$ cat src/rtl/uart_de_pkg.sv
// Constants and behaviour summary for the UART line driver enable control
// Behaviour
// RQ1: Without flow control, data write raises enable
// RQ2: Enable held across back-to-back written characters
// RQ3: Enable drops at stop end when empty
// RQ4: Flow control: enable 2 clocks to 2+bit after
// RQ5: Start bit 1 clock to 1 bit after enable
// RQ6: Software loads data before clear-to-send asserts
// RQ7: Bit time from baud divisor in clocks
package uart_de_pkg;
	localparam int CLOCK_HZ = 50000000;
	localparam int DIVISOR_WIDTH = 16;
	localparam int DATA_WIDTH = 8;
	localparam logic [DIVISOR_WIDTH-1:0] DIVISOR_DEFAULT = 16'h01b2;
	localparam logic [DIVISOR_WIDTH-1:0] DIVISOR_MIN = 16'h0002;
	localparam int STOP_BITS_MAX = 2;
	// Frame bits including data: start, eight data, one or two stop
	localparam logic [3:0] FRAME_BITS_ONE_STOP = 4'ha;
	localparam logic [3:0] FRAME_BITS_TWO_STOP = 4'hb;
	// Lead from enable to start bit, in clocks, at least one
	localparam logic [1:0] ENABLE_LEAD_CYCLES = 2'h1;
	typedef enum logic [1:0] {
		ST_IDLE = 2'b00,
		ST_LEAD = 2'b01,
		ST_SEND = 2'b10
	} tx_state_e;
endpackage

$ cat src/rtl/bit_timer.sv
// Baud tick generator counting system clocks per bit
`timescale 1ns/1ns
`default_nettype none
module bit_timer
	import uart_de_pkg::*;
#(
	parameter int WIDTH = DIVISOR_WIDTH
) (
	input wire logic clock,
	input wire logic reset,
	input wire logic restart,
	input wire logic [WIDTH-1:0] divisor,
	output logic tick
);
	logic [WIDTH-1:0] count;
	wire logic [WIDTH-1:0] lastCount = (divisor < DIVISOR_MIN) ? WIDTH'(DIVISOR_MIN - 1'b1) : WIDTH'(divisor - 1'b1);
	wire logic atEnd = (count >= lastCount);

	// RQ7: bit period from divisor
	always_ff @(posedge clock) begin
		if (reset || restart || atEnd) begin
			count <= '0;
		end else begin
			count <= WIDTH'(count + 1'b1);
		end
	end

	always_ff @(posedge clock) begin
		if (reset || restart) begin
			tick <= 1'b0;
		end else begin
			tick <= atEnd;
		end
	end
endmodule
`default_nettype wire

$ cat src/rtl/uart_driver_enable_control.sv
// UART transmitter with line driver enable around each frame
`timescale 1ns/1ns
`default_nettype none
module uart_driver_enable_control
	import uart_de_pkg::*;
#(
	parameter int WIDTH = DATA_WIDTH,
	parameter int DIV_WIDTH = DIVISOR_WIDTH
) (
	input wire logic clock,
	input wire logic reset,
	input wire logic [DIV_WIDTH-1:0] divisor,
	input wire logic flowControl,
	input wire logic twoStopBits,
	input wire logic clearToSendN,
	input wire logic dataWrite,
	input wire logic [WIDTH-1:0] writeData,
	output logic dataPending,
	output logic line_driver_enable,
	output logic txd,
	output logic busy
);
	tx_state_e state;
	tx_state_e next_state;
	logic [WIDTH-1:0] holdData;
	logic [WIDTH+1:0] shifter;
	logic [3:0] bitsLeft;
	logic [2:0] ctsSync;
	logic ctsLow;
	logic restartTimer;
	wire logic tick;

	// Clear-to-send pin: three flops, change taken when last two agree
	always_ff @(posedge clock) begin
		if (reset) begin
			ctsSync <= 3'h7;
			ctsLow <= 1'b0;
		end else begin
			ctsSync <= {ctsSync[1:0], clearToSendN};
			if (ctsSync[1] == ctsSync[2]) begin
				ctsLow <= ~ctsSync[2];
			end
		end
	end

	wire logic sendAllowed = ~flowControl | ctsLow;
	wire logic loadNow = dataPending && sendAllowed;
	wire logic lastBit = tick && (bitsLeft == 4'h1);
	wire logic frameDone = (state == ST_SEND) && lastBit;
	wire logic [3:0] frameBits = twoStopBits ? FRAME_BITS_TWO_STOP : FRAME_BITS_ONE_STOP;

	bit_timer #(
		.WIDTH(DIV_WIDTH)
	) timer (
		.clock(clock),
		.reset(reset),
		.restart(restartTimer),
		.divisor(divisor),
		.tick(tick)
	);

	always_comb begin
		next_state = state;
		case (state)
			ST_IDLE: begin
				// RQ1: pending data starts enable; RQ4: gated by clear-to-send
				if (loadNow) begin
					next_state = ST_LEAD;
				end
			end
			ST_LEAD: begin
				// RQ5: start bit one clock after enable
				next_state = ST_SEND;
			end
			ST_SEND: begin
				// RQ2: next char chains on; RQ3: else back to idle
				if (frameDone) begin
					next_state = loadNow ? ST_LEAD : ST_IDLE;
				end
			end
			default: begin
				next_state = ST_IDLE;
			end
		endcase
	end

	always_ff @(posedge clock) begin
		if (reset) begin
			state <= ST_IDLE;
		end else begin
			state <= next_state;
		end
	end

	// Holding register; a write during a take still lands as pending
	always_ff @(posedge clock) begin
		if (reset) begin
			holdData <= '0;
			dataPending <= 1'b0;
		end else if (dataWrite) begin
			holdData <= writeData;
			dataPending <= 1'b1;
		end else if (next_state == ST_LEAD && state != ST_LEAD) begin
			dataPending <= 1'b0;
		end
	end

	assign restartTimer = (next_state == ST_LEAD);

	always_ff @(posedge clock) begin
		if (reset) begin
			shifter <= '1;
			bitsLeft <= '0;
		end else if (state != ST_LEAD && next_state == ST_LEAD) begin
			shifter <= {1'b1, holdData, 1'b0};
			bitsLeft <= frameBits;
		end else if (state == ST_SEND && tick) begin
			shifter <= {1'b1, shifter[WIDTH+1:1]};
			bitsLeft <= 4'(bitsLeft - 1'b1);
		end
	end

	always_ff @(posedge clock) begin
		if (reset) begin
			txd <= 1'b1;
			line_driver_enable <= 1'b0;
			busy <= 1'b0;
		end else begin
			// RQ3: enable falls at the end of the last stop bit
			line_driver_enable <= (next_state != ST_IDLE);
			busy <= (next_state != ST_IDLE);
			txd <= (next_state == ST_SEND) ? ((state == ST_LEAD) ? 1'b0 : next_shift0()) : 1'b1;
		end
	end

	function automatic logic next_shift0();
		if (state == ST_SEND && tick) begin
			return (bitsLeft == 4'h1) ? 1'b1 : shifter[1];
		end
		return shifter[0];
	endfunction
endmodule
`default_nettype wire

$ cat config.mk
export PLATFORM = sky130hd
export DESIGN_NAME = uart_driver_enable_control
export DESIGN_NICKNAME = d
export VERILOG_FILES = /design/src/rtl/uart_de_pkg.sv /design/src/rtl/bit_timer.sv /design/src/rtl/uart_driver_enable_control.sv
export SDC_FILE = /design/constraint.sdc
export NUM_CORES = 1
export LEC_CHECK = 0
export ABC_CLOCK_PERIOD_IN_PS = 3700
export BUFFER_PORTS_ARGS = -buffer_cell sky130_fd_sc_hd__clkbuf_2
export CELL_PAD_IN_SITES_DETAIL_PLACEMENT = 2
export CELL_PAD_IN_SITES_GLOBAL_PLACEMENT = 2
export CORE_MARGIN = 10
export CORE_UTILIZATION = 35
export DETAILED_ROUTE_END_ITERATION = 6
export HOLD_SLACK_MARGIN = 0.12
export PLACE_DENSITY = 0.79
export REMOVE_ABC_BUFFERS = 1
export SLEW_MARGIN = 20
export SYNTH_ARGS = -nofsm -noshare
export SYNTH_HDL_FRONTEND = slang
export SYNTH_SLANG_ARGS = --single-unit
$ cat constraint.sdc
create_clock -name clock -period 3.7 [get_ports clock]
set_input_delay 0.185 -clock clock [delete_from_list [all_inputs] [get_ports clock]]
set_output_delay 0.185 -clock clock [all_outputs]
set_load 0.02 [all_outputs]
; ---- Word-level counts from Yosys, hierarchy flattened
; Index checks and enable logic that the tools add are counted.
[totals]
inputBits = 30
regBits = 47
word_cells = 57
[classes]
n_reduce_logical = 12
eq_ne = 7
addsub = 3
bitwise = 4
magnitude_cmp = 2
n_mux = 18
[ops]
columns = cell, count
row1 = $mux 9, 2
row2 = $add 16x1->16 const B, 1
row3 = $ge 16x16->1, 1
row4 = $lt 16x2->1 const B, 1
row5 = $mux 16, 1
row6 = $sub 16x1->16 const B, 1
row7 = $mux 1, 10
row8 = $mux 4, 2
row9 = $pmux 2 s3, 1
row10 = $reduce_bool 2->1, 3
row11 = $logic_and 1x1->1, 5
row12 = $eq 2x1->1 const B, 2
row13 = $eq 2x2->1 const B, 2
row14 = $eq 4x1->1 const B, 1
row15 = $mux 2, 2
row16 = $sub 4x1->4 const B, 1
row17 = $not 1->1, 3
row18 = $logic_not 2->1, 1
row19 = $logic_or 1x1->1, 2
row20 = $ne 2x1->1 const B, 1
row21 = $reduce_or 2->1, 1
row22 = $eq 1x1->1, 1
row23 = $or 1x1->1, 1

; ---- Longest topological paths before layout
[depth]
depth_word = 10
depth_mapped = 14
ltp_nobuf = 12

; ---- Hierarchy
; A second synthesis with hierarchy kept.
[unflattened]
cells_unflattened = 312
area_unflattened_um2 = 2775.2
[modules_own_cells]
columns = module, cells_each, n_inst, seq_area_each_um2, area_each_um2
row1 = bit_timer, 178, 1, 340.3, 1468.9
row2 = uart_driver_enable_control, 134, 1, 600.6, 1306.3

; ---- Least setup slack after synthesis
; Ideal clock, no wire load.
[synth_path]
path_kind = input-to-reg
startpoint = input port divisor[7]
endpoint = register timer.count[0]
required_time_ns = 3.572
arrival_ns = 2.651
setup_time_ns = 0.128
cell_stages = 13
setup_slack_ns = 0.921
cell_sequence = or3_4 or3_1 buf_6 nor4_4 xor2_1 nand2_1 ha_1 nand4_1 nor2_1 nand4b_1 nand3_1 clkbuf_1 nor2_1
[synth_between]
elab_chain_cells = 4
[synth_lines]
columns = item, line
row1 = from (decl), uart_driver_enable_control.sv:12  ; input wire logic [DIV_WIDTH-1:0] divisor,
row2 = $sub 16x1->16 / $lt 16x2->1 (equally long branches), bit_timer.sv:16  ; wire logic [WIDTH-1:0] lastCount = (divisor < DIVISOR_MIN) ? WIDTH'(DIVISOR_MIN - 1'b1) : WIDTH'(divisor - 1'b ...
row3 = $mux 16 *, bit_timer.sv:16
row4 = $ge 16x16->1 *, bit_timer.sv:17  ; wire logic atEnd = (count >= lastCount);
row5 = $logic_or 1x1->1 *, bit_timer.sv:21  ; if (reset || restart || atEnd) begin
row6 = to (signal assigned), bit_timer.sv:24  ; count <= WIDTH'(count + 1'b1);
row7 = to (decl), bit_timer.sv:15  ; logic [WIDTH-1:0] count;
; Every way passes the cells marked *; elsewhere a longest branch is shown, timed or not.
; A chain may end at the register's enable or synchronous reset.

; ---- Worst setup path in the final report
[layout_path]
startpoint = input port divisor[7]
endpoint = register timer.tick
[layout_between]
elab_chain_cells = 3
[layout_lines]
columns = item, line
row1 = $sub 16x1->16 / $lt 16x2->1 (equally long branches), bit_timer.sv:16
row2 = $mux 16 *, bit_timer.sv:16
row3 = $ge 16x16->1 *, bit_timer.sv:17
row4 = to (signal assigned), bit_timer.sv:32  ; tick <= atEnd;
row5 = to (decl), bit_timer.sv:13  ; output logic tick
; Marks and branches as above.

==> results.md <==
- Run status: finished, final reports clean
- Clock skew: 3.13 ps
- Final wirelength: 6650 microns
- Remaining global-route overflow: 0
- Worst reg2reg path depth: 7
- Xor and xnor area share after synthesis: 9.15%
- R2R Path End: timer.count[8]
- Setup TNS: 0 ps
- Fillers: 857
- Clock Tree Root: clkbuf_8
- Largest family of logic cells by synthesized area: simple AND/OR/NAND/NOR gates
- Main flop type after synthesis: dfxtp_1
- Clk slew on worst S/H paths: 90 ps
- Final Cell Area: 3010 sq um
- PwrDens: 325 nW/um^2
- Yosys warnings: 0
- Internal Power: 0.000715 W
- Sink Count: 47
- Final period util: 80.0%
- Worst skew pair latency: 300 ps
- Multi-input logic area: 1650 sq um
- Lkg Pwr: 1.31 nW
- Vias in the first global route: 2,522
- FF+latch area: 941 sq um
- Die Span Y: 108 microns
- Initial drt markers: 75
- Post-DP HPWL: 5270 microns
- Slew margin rel.: 42.0%
- Synth Area in Adders: 9.71%
- I/O Pins: 34
- VDD IR-drop max: 0.195 mV
- Vias per cell: 5.08
- Post-Layout Cell Count: 449
- Async S/R FF share, synth: 0%
- Nature of the critical path endpoint: flip-flop
- Period minus WS final: 2960 ps
- Flop pwr share: 55.3%
- FMAX: 0.338 GHz
- Net Sw Power: 0.000263 W
- Layout cells sized above 1: 16.9%
- Synth Area per Inst: 8.43 sq um
- Htree depth: 2
- Synth cell types: 47
- Hold Path Sink: holdData[1]
- Max Buffers Root-to-Sink: 2
- Antenna-violating nets left: 0
- Final setup fails: 0
- Synth Instances: 318
- RSZ-0062 raised after global routing: no
- Total GRT Usage: 12.2%
- CTS Buf Count: 5
- Pre-antenna DRT Iters: 4
- Cell Rows: 31
- Clk network pwr share: 31.3%
- Placed Area: 2920 sq um
- Post-Place Cells: 440
- Max Slew Vio Count: 0
- Hold Fails Final Rpt: 0
- PnR Total Power: 0.000979 W
- Worst slew pin tran: 869 ps
- Post-Synth Simple-Gate Area: 32.0%
- I/O Buffers: 33
- Initial core utilization: 36.6%
- Startpoint class of the critical path: input pin
- Flip-flop and latch count after synthesis: 47
- Cell area after synthesis: 2680 sq um
- Most common cell after layout, fill and taps aside: nand2_1
- Sequential fraction of the synthesis area: 35.1%
- Post-CTS Setup Bufs: 0
- Mux cell area share after synthesis: 3.41%
- Die X: 108 microns
- WL/cell: 14.8 microns
- Core area: 7330 sq um
- Full die area: 11,600 sq um
- Worst Path Arrival: 3160 ps
- Wire length of the first global-routing pass: 11,800 microns
- Sw Share: 26.9%
- Final nets: 399
- Logic gate share of total power: 13.4%
- RePlAce Congestion: 0.728
- # diodes: 0
- CP max FO: 17
- Total of max-cap violations: 0
- Setup CP Type: input pin to flip-flop
- R2R Path Start: bitsLeft[1]
- CP Data Required Time: 3900 ps
- Initial antenna violation count: 0
- Hold Startpoint: writeData[1]
- Hold/Removal Path Class: input pin to flip-flop
- # DRC: 0
- EDFF count, synth: 0
- Via Count: 2,279
- Synth Area in Compound Gates: 7.28%
- Largest net degree at the start of global routing: 32
- R2R Setup Slk: 1430 ps
- Synthesis-to-layout area growth: 12.5%
- Commonest cells after routing, fill and taps aside: nand2_1, dfxtp_1, nor2_1
- CTS tree: done
- Hold Path Depth: 3
worst max-delay path by stage:
stage | startpoint | endpoint | slack, ps | cells after the start
finish | divisor[7] | timer.tick | 740 | 13
global route | divisor[7] | timer.count[15] | 530 | 13
CTS | divisor[7] | timer.count[15] | 710 | 13
detailed placement | divisor[7] | timer.count[15] | 380 | 13
global placement | divisor[7] | timer.tick | 490 | 13
floorplan | divisor[7] | timer.tick | 680 | 11
Yosys cell counts, types with 3 or more instances:
cell,n,area share [%]
nand2_1,54,7.6
dfxtp_1,47,35
nor2_1,37,5.2
ha_1,20,9.3
xor2_1,19,6.2
nand3_1,15,2.8
nand2b_1,14,3.3
clkbuf_1,9,1.3
o21ai_1,9,1.7
xnor2_1,9,2.9
a21oi_1,8,1.5
mux2i_1,8,3.0
inv_1,7,0.98
nand4_1,6,1.4
nor3b_1,6,1.7
o21ai_0,5,0.93
nand3b_1,3,0.84
nor3_1,3,0.56
nor4_1,3,0.70
or2_2,3,0.70
area by class of cell:
type	instances	area share, %
multi-input cells	252	54.7
flip-flops and latches	47	31.2
repair buffers	36	6.31
well taps	99	4.11
clock buffers	5	2.28
inverters	7	0.872
clock inverters	3	0.498
routing by layer:
metal | routed length [microns] | share of wire (%) | GRT usage, %
met5 | 0 | 0 | 0
met4 | 40 | 0.60 | 2.10
met3 | 193 | 2.9 | 2.87
met2 | 3340 | 50 | 21.2
met1 | 3080 | 46 | 15.0
stage by stage:
| stage | utilization [%] | hold WS, ps | setup WS (ps) |
|---|---|---|---|
| finish | 41.1 | 122 | 740 |
| global route | 41.1 | 129 | 532 |
| CTS | 41.1 | 126 | 708 |
| detailed placement | 39.8 | 384 | 381 |
| global placement | 39.8 | 375 | 495 |
| floorplan | - | 254 | 682 |
cell families after synthesis:
kind of cell	after synthesis
adders and majority gates	21
muxes	9
AOI/OAI and AO/OA	32
xor gates and xnor gates	28
DFF	47
buffers and inverters	19
and+or+nand+nor	162
worst max-delay path: stages:
cell and delay (ps):
clkbuf_2 110, or3_4 400, or3_1 490, nor3_4 210, nand3_4 190, nand2_1 130, ha_1 230, nand2b_1 140
a2111oi_0 390, nand4b_1 190, nand3_1 80, buf_4 220, o21a_1 190
power groups by stage:
stage	logic [W]	clock network (W)	registers (W)
3_5_place_dp	0.000133	0	0.000554
3_3_place_gp	0.000126	0	0.000553
6_report	0.000131	0.000307	0.000541
2_1_floorplan	0.0000754	0	0.000552
5_1_grt	0.000152	0.000346	0.000545
4_1_cts	0.000135	0.000316	0.000542
sequential cells by signal (all words and copies together) (netlist names):
| register | count |
|---|---|
| bitsLeft | 4 |
| busy | 1 |
| ctsLow | 1 |
| ctsSync | 3 |
| dataPending | 1 |
| holdData | 8 |
| shifter | 9 |
| state | 2 |
| timer.count | 16 |
| timer.tick | 1 |
| txd | 1 |
what timing repair did:
item	CTS	global route
hold endpoints to repair	1	0
hold buffers	1	0
resized for setup	0	0
setup endpoints to repair	0	0
No activity file was read; power rests on OpenSTA's default activity.
